File: src/sbbi_bank_timer.sv
`default_nettype none

// ----------------------------------------------------------------------
// shared constants and carriers
// ----------------------------------------------------------------------
package sbbi_pkg;
  localparam int BANKS         = 4;
  localparam int BANK_W        = 2;
  localparam int COL_W         = 8;
  localparam int DQ_W          = 16;
  localparam int MASK_W        = 2;
  localparam int CLK_PERIOD_PS = 10000;
  localparam int CAS_LATENCY   = 3;
  localparam int BURST_LEN     = 4;
  // write recovery and precharge period, in ns
  localparam int WRITE_RECOVERY_TIME_NS = 15;
  localparam int PRECHARGE_TIME_NS      = 20;
  // least times round up to whole cycles
  localparam int WR_CYCLES =
    (WRITE_RECOVERY_TIME_NS * 1000 + CLK_PERIOD_PS - 1) / CLK_PERIOD_PS;
  localparam int RP_CYCLES =
    (PRECHARGE_TIME_NS * 1000 + CLK_PERIOD_PS - 1) / CLK_PERIOD_PS;
  localparam int CNT_W = 8;

  typedef struct packed {
    logic              cs_n;
    logic              ras_n;
    logic              cas_n;
    logic              we_n;
    logic [BANK_W-1:0] bank;
    logic [COL_W-1:0]  col;
    logic              auto_pre;
  } sbbi_cmd_t;

  typedef struct packed {
    logic              en;
    logic [BANK_W-1:0] bank;
    logic [COL_W-1:0]  col;
    logic [DQ_W-1:0]   data;
    logic [MASK_W-1:0] mask;
  } sbbi_wr_t;
endpackage

// ----------------------------------------------------------------------
// per-bank auto precharge timer
// ----------------------------------------------------------------------
module sbbi_bank_timer #(
  parameter int WR_CYC = sbbi_pkg::WR_CYCLES,
  parameter int RP_CYC = sbbi_pkg::RP_CYCLES
) (
  input  wire logic sys_clk_i,
  input  wire logic rst_i,
  input  wire logic start_i,
  input  wire logic wait_wr_i,
  output logic      pre_start_o,
  output logic      busy_o
);
  typedef enum logic [1:0] {SBBI_IDLE, SBBI_RECOVER, SBBI_PRECH} sbbi_tst_t;

  sbbi_tst_t                  state;
  logic [sbbi_pkg::CNT_W-1:0] cnt;

  initial begin
    if (WR_CYC < 1 || RP_CYC < 1 || WR_CYC > 255 || RP_CYC > 255)
      $error("sbbi_bank_timer: cycle counts out of range");
  end

  assign busy_o = (state != SBBI_IDLE);

  always_ff @(posedge sys_clk_i or posedge rst_i) begin
    if (rst_i) begin
      state       <= SBBI_IDLE;
      cnt         <= 8'h00;
      pre_start_o <= 1'b0;
    end else begin
      pre_start_o <= 1'b0;
      if (start_i && state != SBBI_PRECH) begin
        if (wait_wr_i) begin
          // recovery counted from the edge that starts it
          state <= SBBI_RECOVER;
          cnt   <= sbbi_pkg::CNT_W'(WR_CYC);
        end else begin
          state       <= SBBI_PRECH;
          cnt         <= sbbi_pkg::CNT_W'(RP_CYC);
          pre_start_o <= 1'b1;
        end
      end else begin
        unique case (state)
          SBBI_IDLE: ;
          SBBI_RECOVER: begin
            // precharge opens exactly wr cycles after the starting edge
            if (cnt == 8'h01) begin
              state       <= SBBI_PRECH;
              cnt         <= sbbi_pkg::CNT_W'(RP_CYC);
              pre_start_o <= 1'b1;
            end else begin
              cnt <= cnt - 8'h01;
            end
          end
          SBBI_PRECH: begin
            if (cnt == 8'h01)
              state <= SBBI_IDLE;
            cnt <= cnt - 8'h01;
          end
        endcase
      end
    end
  end
endmodule

`default_nettype wire

File: src/sbbi_burst_ctrl.sv
`default_nettype none

// Operation
// - an auto precharge burst cut short by another bank's burst starts its bank's precharge on its own.
// - a running burst carries on as started while another bank gets an activate; a precharge to another bank skips that clock's beat.
// - a read to another bank takes over the output one CAS latency after it is taken.
// - a write to another bank ends a plain read on the edge the write is taken.
// - a read ends a write when taken; the last stored word is the one of the clock before.
// - a write ends a plain write when taken and its own data is stored from that edge.
// - a read cutting an auto precharge read starts that bank's precharge on its own edge.
// - a write cutting an auto precharge read stops it and starts precharge on that edge.
// - a read cutting an auto precharge write starts precharge after write recovery from its edge.
// - a write cutting an auto precharge write keeps the prior word and precharges after recovery.

module sbbi_burst_ctrl #(
  parameter int CAS_LAT = sbbi_pkg::CAS_LATENCY,
  parameter int BL      = sbbi_pkg::BURST_LEN,
  parameter int WR_CYC  = sbbi_pkg::WR_CYCLES,
  parameter int RP_CYC  = sbbi_pkg::RP_CYCLES
) (
  input  wire logic                          sys_clk_i,
  input  wire logic                          rst_i,
  input  wire sbbi_pkg::sbbi_cmd_t           cmd_i,
  input  wire logic [sbbi_pkg::MASK_W-1:0]   dqm_i,
  input  wire logic [sbbi_pkg::DQ_W-1:0]     dq_i,
  output logic [sbbi_pkg::DQ_W-1:0]          dq_o,
  output logic                               dq_oe_o,
  output logic                               arr_rd_en_o,
  output logic [sbbi_pkg::BANK_W-1:0]        arr_rd_bank_o,
  output logic [sbbi_pkg::COL_W-1:0]         arr_rd_col_o,
  input  wire logic [sbbi_pkg::DQ_W-1:0]     arr_rd_data_i,
  output sbbi_pkg::sbbi_wr_t                 arr_wr_o,
  output logic [sbbi_pkg::BANKS-1:0]         pre_start_o,
  output logic [sbbi_pkg::BANKS-1:0]         bank_busy_o,
  output logic                               burst_active_o
);
  localparam int BANKS = sbbi_pkg::BANKS;
  localparam int COL_W = sbbi_pkg::COL_W;
  localparam int DQ_W  = sbbi_pkg::DQ_W;
  localparam int PIPE  = CAS_LAT - 1;

  initial begin
    if (CAS_LAT < 2 || CAS_LAT > 3)
      $error("sbbi_burst_ctrl: CAS latency must be 2 or 3");
    if (BL != 1 && BL != 2 && BL != 4 && BL != 8)
      $error("sbbi_burst_ctrl: burst length must be 1, 2, 4 or 8");
  end

  // --------------------------------------------------------------------
  // helpers
  // --------------------------------------------------------------------
  // wrap inside the burst-length aligned block, sequential order
  function automatic logic [COL_W-1:0] next_col(input logic [COL_W-1:0] c);
    logic [COL_W-1:0] msk;
    logic [COL_W-1:0] inc;
    msk = COL_W'(BL - 1);
    inc = c + 8'h01;
    return (c & ~msk) | (inc & msk);
  endfunction

  // --------------------------------------------------------------------
  // command decode
  // --------------------------------------------------------------------
  logic sel;
  logic is_rd;
  logic is_wr;
  logic is_pre;
  logic is_bst;
  logic new_burst;

  assign sel    = ~cmd_i.cs_n;
  assign is_rd  = sel & cmd_i.ras_n & ~cmd_i.cas_n & cmd_i.we_n;
  assign is_wr  = sel & cmd_i.ras_n & ~cmd_i.cas_n & ~cmd_i.we_n;
  assign is_pre = sel & ~cmd_i.ras_n & cmd_i.cas_n & ~cmd_i.we_n;
  // terminate hits the newest burst only; the controller aims it right
  assign is_bst = sel & cmd_i.ras_n & cmd_i.cas_n & ~cmd_i.we_n;
  assign new_burst = is_rd | is_wr;

  // --------------------------------------------------------------------
  // running burst
  // --------------------------------------------------------------------
  logic                        burst_wr;
  logic                        burst_ap;
  logic [sbbi_pkg::BANK_W-1:0] burst_bank;
  logic [COL_W-1:0]            burst_col;
  logic [3:0]                  burst_left;
  logic                        burst_on;
  logic                        last_beat;
  logic                        interrupt;

  assign burst_on       = (burst_left != 4'h0);
  assign burst_active_o = burst_on;
  assign last_beat      = burst_on && burst_left == 4'h1 && !new_burst
                          && !is_bst;
  assign interrupt      = new_burst && burst_on && burst_ap
                          && burst_bank != cmd_i.bank;

  always_ff @(posedge sys_clk_i or posedge rst_i) begin
    if (rst_i) begin
      burst_wr   <= 1'b0;
      burst_ap   <= 1'b0;
      burst_bank <= 2'h0;
      burst_col  <= 8'h00;
      burst_left <= 4'h0;
    end else if (new_burst) begin
      // a new write owns the data bus from this edge, a new read only CL later
      burst_wr   <= is_wr;
      burst_ap   <= cmd_i.auto_pre;
      burst_bank <= cmd_i.bank;
      burst_col  <= next_col(cmd_i.col);
      burst_left <= 4'(BL - 1);
    end else if (is_bst ||
                 (is_pre && (cmd_i.auto_pre || cmd_i.bank == burst_bank))) begin
      burst_left <= 4'h0;
    end else if (burst_on) begin
      // other-bank activates and idles leave the burst untouched
      burst_col  <= next_col(burst_col);
      burst_left <= burst_left - 4'h1;
    end
  end

  // --------------------------------------------------------------------
  // array write path
  // --------------------------------------------------------------------
  // a read taken on this edge stores nothing: the last word written
  // was the one sampled on the edge before
  always_ff @(posedge sys_clk_i or posedge rst_i) begin
    if (rst_i) begin
      arr_wr_o <= '0;
    end else begin
      arr_wr_o.en   <= 1'b0;
      arr_wr_o.data <= dq_i;
      arr_wr_o.mask <= dqm_i;
      if (is_wr) begin
        arr_wr_o.en   <= 1'b1;
        arr_wr_o.bank <= cmd_i.bank;
        arr_wr_o.col  <= cmd_i.col;
      end else if (burst_on && burst_wr && !is_rd && !is_bst
                   && !is_pre) begin
        arr_wr_o.en   <= 1'b1;
        arr_wr_o.bank <= burst_bank;
        arr_wr_o.col  <= burst_col;
      end
    end
  end

  // --------------------------------------------------------------------
  // array read request and output pipeline
  // --------------------------------------------------------------------
  logic            rd_valid [PIPE];
  logic [DQ_W-1:0] rd_data  [PIPE];

  always_ff @(posedge sys_clk_i or posedge rst_i) begin
    if (rst_i) begin
      arr_rd_en_o   <= 1'b0;
      arr_rd_bank_o <= 2'h0;
      arr_rd_col_o  <= 8'h00;
    end else if (is_rd) begin
      arr_rd_en_o   <= 1'b1;
      arr_rd_bank_o <= cmd_i.bank;
      arr_rd_col_o  <= cmd_i.col;
    end else if (burst_on && !burst_wr && !is_wr && !is_bst
                 && !is_pre) begin
      arr_rd_en_o   <= 1'b1;
      arr_rd_bank_o <= burst_bank;
      arr_rd_col_o  <= burst_col;
    end else begin
      arr_rd_en_o   <= 1'b0;
    end
  end

  // older read words still drain; a new read lands CL after its edge
  always_ff @(posedge sys_clk_i or posedge rst_i) begin
    if (rst_i) begin
      for (int i = 0; i < PIPE; i++) begin
        rd_valid[i] <= 1'b0;
        rd_data[i]  <= 16'h0000;
      end
    end else begin
      rd_valid[0] <= arr_rd_en_o;
      rd_data[0]  <= arr_rd_data_i;
      for (int i = 1; i < PIPE; i++) begin
        rd_valid[i] <= rd_valid[i-1];
        rd_data[i]  <= rd_data[i-1];
      end
      if (is_wr) begin
        // the controller masks the tail so nothing collides here
        for (int i = 0; i < PIPE; i++)
          rd_valid[i] <= 1'b0;
      end
    end
  end

  // the pipe is cleared on a write edge, so the bus turns around at once
  assign dq_o    = rd_data[PIPE-1];
  assign dq_oe_o = rd_valid[PIPE-1] & ~is_wr;

  // --------------------------------------------------------------------
  // concurrent auto precharge
  // --------------------------------------------------------------------
  logic [BANKS-1:0] tm_start;
  logic [BANKS-1:0] tm_wait;

  always_comb begin
    tm_start = '0;
    tm_wait  = '0;
    if (interrupt) begin
      // read banks precharge now, write banks after recovery
      tm_start[burst_bank] = 1'b1;
      tm_wait[burst_bank]  = burst_wr;
    end
    if (last_beat && burst_ap) begin
      tm_start[burst_bank] = 1'b1;
      tm_wait[burst_bank]  = burst_wr;
    end
    if (new_burst && cmd_i.auto_pre && BL == 1) begin
      tm_start[cmd_i.bank] = 1'b1;
      tm_wait[cmd_i.bank]  = is_wr;
    end
    if (is_pre) begin
      for (int b = 0; b < BANKS; b++) begin
        if (cmd_i.auto_pre || cmd_i.bank == b[1:0]) begin
          tm_start[b] = 1'b1;
          tm_wait[b]  = 1'b0;
        end
      end
    end
  end

  // the controller must not reactivate a bank while its timer is busy
  for (genvar g = 0; g < BANKS; g++) begin : g_bank
    sbbi_bank_timer #(
      .WR_CYC (WR_CYC),
      .RP_CYC (RP_CYC)
    ) u_timer (
      .sys_clk_i   (sys_clk_i),
      .rst_i       (rst_i),
      .start_i     (tm_start[g]),
      .wait_wr_i   (tm_wait[g]),
      .pre_start_o (pre_start_o[g]),
      .busy_o      (bank_busy_o[g])
    );
  end
endmodule

`default_nettype wire

File: config.mk
export PLATFORM = sky130hd
export DESIGN_NAME = sbbi_burst_ctrl
export DESIGN_NICKNAME = d
export VERILOG_FILES = /design/src/sbbi_bank_timer.sv /design/src/sbbi_burst_ctrl.sv
export SDC_FILE = /design/constraint.sdc
export NUM_CORES = 1
export LEC_CHECK = 0
export ABC_AREA = 1
export CAP_MARGIN = 0
export CORE_AREA = 2 2 137 139
export CTS_CLUSTER_SIZE = 16
export DETAILED_ROUTE_END_ITERATION = 7
export DIE_AREA = 0 0 139 141
export DONT_BUFFER_PORTS = 1
export GPL_ROUTABILITY_DRIVEN = 0
export HOLD_SLACK_MARGIN = 0.02
export SETUP_SLACK_MARGIN = 0.5
export SLEW_MARGIN = 20
export SYNTH_ARGS = -nofsm -noshare
export SYNTH_HDL_FRONTEND = slang
export SYNTH_HIERARCHICAL = 1
export SYNTH_SLANG_ARGS = --single-unit
File: constraint.sdc
create_clock -name sys_clk_i -period 3.35 [get_ports sys_clk_i]
set_input_delay 0.5025 -clock sys_clk_i [delete_from_list [all_inputs] [get_ports sys_clk_i]]
set_output_delay 0.5025 -clock sys_clk_i [all_outputs]
set_load 0.1 [all_outputs]
==> results of run 1 <==
worst max-delay path by stage:
stage	startpoint	end	slack (ns)
2_1_floorplan	rst_i	arr_rd_bank_o[0]$_DFFE_PP0P_	0.51
3_5_place_dp	cmd_i[13]	g_bank[2].u_timer/cnt[5]$_DFFE_PP0P_	0.96
4_1_cts	burst_left[0]$_DFFE_PP0P_	g_bank[1].u_timer/cnt[5]$_DFFE_PP0P_	1.13
5_1_grt	burst_left[0]$_DFFE_PP0P_	g_bank[1].u_timer/cnt[7]$_DFFE_PP0P_	0.84
3_3_place_gp	cmd_i[13]	g_bank[2].u_timer/cnt[4]$_DFFE_PP0P_	0.99
6_report	burst_left[0]$_DFFE_PP0P_	g_bank[1].u_timer/cnt[5]$_DFFE_PP0P_	1.14
metal layers:
| layer | global-route usage | vias up | wire length (um) |
|---|---|---|---|
| met1 | 0.176 | 2116 | 5930 |
| met5 | 0 | - | 0 |
| met3 | 0.0387 | 13 | 456 |
| met2 | 0.219 | 63 | 6350 |
| li1 | - | 2351 | - |
| met4 | 0.0494 | 0 | 168 |
cell usage after synthesis:
cell / number
nand3_1: 70
nand3b_1: 1
nand2_2: 8
buf_4: 18
ha_1: 11
nand4_2: 1
clkbuf_1: 3
o21ai_2: 4
nor2_1: 102
nand4_1: 19
o21ai_1: 1
nor2_4: 1
a21oi_1: 12
nor3_1: 2
o21ai_0: 27
dfrtp_1: 134
nor2_2: 16
inv_2: 4
inv_1: 102
nand2_1: 209
a31oi_1: 4
xor2_1: 6
buf_6: 4
buf_2: 7
placed cells by master, fill, tap and decap left out, types with 8 or more instances in the layout:
cell and instances:
nand4_1 19, ha_1 11, clkbuf_16 17, nand2_1 209
inv_1 101, nor2_2 17, nand2_2 8, o21ai_0 27
dfrtp_1 134, a21oi_1 12, nand3_1 70, nor2_1 101
through the flow:
step                hold WS, ns   util  total power [W]
finish                   0.0355  0.379          0.00733
global placement          0.331  0.349          0.00561
CTS                      0.0797  0.379          0.00742
detailed placement        0.335  0.349          0.00565
global route             0.0810  0.379          0.00785
floorplan                 0.331      -          0.00531
logic make-up after synthesis:
kind of cell	Yosys count	synth area share
AND/OR/NAND/NOR	429	0.292
buffers and inverters	138	0.0998
flip-flops	134	0.536
AO/OA/AOI/OAI	48	0.0416
adder cells (fa/ha/maj)	11	0.0220
XOR/XNOR	6	0.00840
cell type report:
cell class,count,area (um^2),area share
clock inverters,14,114,0.0164
clock buffers,18,439,0.0634
inverters,106,399,0.0576
well taps,234,293,0.0422
repair buffers,5,52.6,0.00758
multi-input cells,494,2280,0.329
flip-flops and latches,134,3350,0.484
repair_timing:
action,CTS,global route
setup buffers,0,0
hold buffers,1,0
endpoints found under the hold margin,44,0
resized for setup,0,0
critical path, delay by kind of cell (launching register included):
kind                     cells  cell delay [ns]
flip-flops                   1             0.37
buffers and inverters        4             0.41
adder cells (fa/ha/maj)      1             0.22
AND/OR/NAND/NOR              7             1.08
registers in the layout, summed over array words and instances (netlist names), 4 cells and up:
name / cells
g_bank.u_timer/state: 8
burst_col: 8
arr_rd_col_o: 8
g_bank.u_timer/pre_start_o: 4
g_bank.u_timer/cnt: 32
dq_o: 16
rd_data: 16
arr_wr_o: 29
burst_left: 4
where the power goes:
group | internal, W | switching [W]
Clock | 0.000984 | 0.000744
Sequential | 0.00206 | 0.00145
Combinational | 0.000637 | 0.00146
Total | 0.00368 | 0.00365
==> results_dict.tcl, run 1 <==
set metrics [dict create \
    r2r_end "g_bank[1].u_timer/cnt[5]$_DFFE_PP0P_" \
    ys_seq_area_frac 0.536 \
    hold_path.class "input port to asynchronous set/reset pin" \
    crit_slowest_cell "dfrtp_1" \
    setup_ws_ns 1.14 \
    cp-start-kind "register" \
    powerDensity_nw_per_um2 1060 \
    coreArea_um2 18300 \
    outcome "complete, no violations" \
    areaGrowthSynthToFinish_pct 10.8 \
    skew_ns 0.00709 \
    path_class "register to register" \
    cts_made_buffers 17 \
    synth.distinct_cells 24 \
    hold_violations 0 \
    reg2reg_slack_ns 1.14 \
    portBuffers 0 \
    dp_cells 972 \
    nFillCells 1905 \
    post-dp-hpwl_um 9410 \
    rows 50 \
    fin_area_um2 6930 \
    tightest_slew_ns 0.947 \
    grt_pass1_vias 4192 \
    timing.slew.headroom 0.367 \
    path_clk_slew_ns 0.06 \
    drive_gt1_frac 0.0934 \
    maxCapViolations 0 \
    syn-num-nets 828 \
    grt-ovfl-total 0 \
    reg2reg_from "burst_left[0]$_DFFE_PP0P_" \
    crit_fanout 14 \
    drtIter0Drc 247 \
    drt_wl_total_um 12900 \
    synth_area_leaders "dfrtp_1 54%, nand2_1 13%, inv_1 6.1%" \
    slew_viol_final 0 \
    vdd_ir_drop_max_mv 0.460 \
    fin_nets 820 \
    dr.pass1.iters 4 \
    setup_violations 0 \
    timing.final.crit_share 0.658 \
    routedWlPerCell_um 12.8 \
    dieArea_um2 19600 \
    clock_path_buffers 2 \
    tritoncts "yes" \
    synth.largest_area_cell "dfrtp_1" \
    worstPathCellList "inv_1 > ha_1 > inv_1 > nor2_1 > nor2_1 > nand3_1 > nand2_1 > inv_1 > nand2_2 > inv_1 > nor2_2 > nor2_1" \
    vias_per_cell 4.52 \
    syn_avg_cell_area_um2 8.17 \
    p_leak_nw 3.63 \
    cts_num_sinks 134 \
    fin_tns_setup_ns 0 \
    ant_nets 0 \
    min_period_ns 2.21 \
    worstRegToRegCells 12 \
    post-place-ws_ns 0.962 \
    worstPathRequired_ns 3.64 \
    dpl_cell_area_um2 6370 \
    max_stage_delay_ns 0.37 \
    die_y_um 141 \
    endpoint_kind "register" \
    grt_start_max_net_pins 91 \
    fmax_ghz 0.453 \
    root_buffer "clkbuf_16" \
    drc_errors 0 \
    cp.arrival_ns 2.50 \
    clk_latency_ns 0.41 \
    grt_antenna_before_repair 0 \
    netlist_area_um2 6260 \
    antenna_cells 0 \
    grtUsageTotal 0.136 \
    die_w_um 139 \
    stdcell_count 1005 \
    synth_top_area_share 0.536 \
    cpMostUsedCell "inv_1" \
    io_pins 117 \
    syn_inst 766 \
    h-tree-depth 4 \
    yosysWarnings 6 \
    grt_first_pass_wirelength_um 21300 \
    rsz0062_at_grt "no" \
    vias 4543 \
    synth_seq_cells 134 \
    start_util 0.342 \
]
(Power assumes the default switching activity.)
==> run 2: changes to the inputs <==
clock period = 2 ns   (was 3.35 ns; I/O delays follow)
==> results_dict.tcl, run 2 (synthesized netlist as in run 1, its figures left out) <==
set metrics [dict create \
    grt_first_pass_wirelength_um 24000 \
    setup_violations 0 \
    cts_made_buffers 17 \
    ant_nets 0 \
    grt_start_max_net_pins 91 \
    timing.final.crit_share 0.901 \
    seqPwrFrac 0.274 \
    p_leak_nw 4.46 \
    fmax_ghz 0.555 \
    fin_area_um2 8860 \
    cp-start-kind "register" \
    final_common_cell "nand2_1" \
    clk_latency_ns 0.41 \
    root_buffer "clkbuf_16" \
    portBuffers 0 \
    path_clk_slew_ns 0.06 \
    grt_pass1_vias 4914 \
    areaGrowthSynthToFinish_pct 41.6 \
    worstPathRequired_ns 2.29 \
    grt-ovfl-total 0 \
    dpl_cell_area_um2 7080 \
    clock_path_buffers 2 \
    hold_violations 0 \
    crit_fanout 7 \
    grtUsageTotal 0.152 \
    die_w_um 139 \
    switching_share 0.469 \
    drtIter0Drc 240 \
    timing.slew.headroom 0.622 \
    p_sw_w 0.00692 \
    ff_latch_area_um2 3350 \
    die_y_um 141 \
    endpoint_kind "register" \
    largest_reg_flops 32 \
    powerDensity_nw_per_um2 1670 \
    tightest_slew_ns 0.565 \
    path_class "register to register" \
    maxCapViolations 0 \
    routedWlPerCell_um 13.1 \
    hold_path.class "input port to register" \
    drive_gt1_frac 0.301 \
    io_pins 117 \
    rows 50 \
    dieArea_um2 19600 \
    p_clk_frac 0.220 \
    internal_power_w 0.00784 \
    share_comb_of_total_power 0.506 \
    fin_nets 960 \
    grt_antenna_before_repair 0 \
    rsz0062_at_grt "yes" \
    cts_num_sinks 134 \
    vdd_ir_drop_max_mv 0.943 \
    coreArea_um2 18300 \
    slew_viol_final 0 \
    fin_tns_setup_ns 0 \
    vias 5263 \
    outcome "complete, no violations" \
    vias_per_cell 4.60 \
    nFillCells 1700 \
    skew_ns 0.00756 \
    post-dp-hpwl_um 9610 \
    min_period_ns 1.80 \
    antenna_cells 0 \
    dr.pass1.iters 5 \
    layout_common_cells "177 x nand2_1, 133 x dfrtp_1, 87 x buf_4" \
    start_util 0.342 \
    tritoncts "yes" \
    h-tree-depth 4 \
    drt_wl_total_um 15000 \
    multiInputGateArea_um2 2870 \
    reg.largest.list "g_bank.u_timer/cnt x32, arr_wr_o x29" \
    regMostFlops "g_bank.u_timer/cnt" \
    drc_errors 0 \
    cp.arrival_ns 2.10 \
]
[run 2: changes by cell type in the layout (fill, tap and decap cells not counted), moves of 16 or more]
cell,previous run,this run
nand3_1,70,50
nand2_2,8,28
inv_1,101,83
nor2_1,101,85
dlygate4sd3_1,1,35
nand2_1,209,177
buf_4,3,87
nand3_2,0,16
[run 2: worst max-delay path: stages (launching register included)]
cell and delay (ns):
dfrtp_1 0.39, inv_2 0.12, ha_4 0.16, inv_4 0.05, nor2_4 0.16, nor2_2 0.06
nand4_1 0.13, nand3_4 0.16, inv_8 0.12, nand2_8 0.08, nand3_2 0.09, nand2_1 0.05
nand2_1 0.07, nor2_2 0.04
[run 2: power by group through the flow]
| stage | Sequential [W] | Combinational [W] | Clock (W) |
|---|---|---|---|
| final | 0.00405 | 0.00747 | 0.00325 |
| after CTS | 0.00402 | 0.00685 | 0.00331 |
| after floorplan | 0.00563 | 0.00349 | 0 |
| after global routing | 0.00415 | 0.00809 | 0.00344 |
| after detailed placement | 0.00407 | 0.00615 | 0 |
| after global placement | 0.00406 | 0.00609 | 0 |
[run 2: through the flow]
| step | utilization | hold WS (ns) | total power (W) | instances | worst slack, ns |
|---|---|---|---|---|---|
| after global routing | 0.485 | 0.103 | 0.0157 | 1145 | 0.0934 |
| after detailed placement | 0.388 | 0.215 | 0.0102 | 1044 | 0.0506 |
| after floorplan | - | 0.152 | 0.00911 | 766 | 0.347 |
| final | 0.485 | 0.0951 | 0.0148 | 1145 | 0.197 |
| after CTS | 0.463 | 0.0834 | 0.0142 | 1134 | 0.273 |
| after global placement | 0.388 | 0.219 | 0.0102 | 1044 | 0.142 |
[run 2: final timing paths]
| path | cells past startpoint | startpoint | slack [ns] | endpoint |
|---|---|---|---|---|
| setup / recovery | 13 | burst_left[1]$_DFFE_PP0P_ | 0.20 | g_bank[3].u_timer/cnt[4]$_DFFE_PP0P_ |
| hold / removal | 2 | cmd_i[5] | 0.1 | burst_col[4]$_DFFE_PP0P_ |
| setup reg to reg | 13 | burst_left[1]$_DFFE_PP0P_ | 0.20 | g_bank[3].u_timer/cnt[4]$_DFFE_PP0P_ |
| hold reg to reg | 0 | rd_data[23]$_DFF_PP0_ | 0.34 | dq_o[7]$_DFF_PP0_ |
| max in group asynchronous | 3 | rst_i | 0.99 | rd_data[21]$_DFF_PP0_ |
| min in group asynchronous | 2 | rst_i | 0.52 | g_bank[3].u_timer/pre_start_o$_DFF_PP0_ |
[run 2: area by class of cell]
cell class | count | share of cell area
Tap cell | 234 | 0.0330
Timing Repair Buffer | 142 | 0.145
Sequential cell | 134 | 0.379
Multi-Input combinational cell | 497 | 0.324
Clock inverter | 13 | 0.0191
Inverter | 106 | 0.0496
Clock buffer | 19 | 0.0511
[run 2: timing repair]
action / CTS / global route
buffers inserted: 20 / 10
pin swaps: 23 / 37
gates cloned: 3 / 1
gates resized for setup: 60 / 76
setup endpoints to repair: 69 / 71
hold buffers: 35 / 0
hold endpoints to repair: 168 / 0
[run 2: per-layer routing]
| metal | GRT usage | vias to the layer above | share of wire | routed length (um) |
|---|---|---|---|---|
| met5 | 0 | - | 0 | 0 |
| met4 | 0.0574 | 0 | 0.024 | 355 |
| met3 | 0.0469 | 27 | 0.045 | 680 |
| met2 | 0.254 | 111 | 0.51 | 7600 |
| met1 | 0.186 | 2484 | 0.43 | 6390 |
| li1 | - | 2641 | - | - |
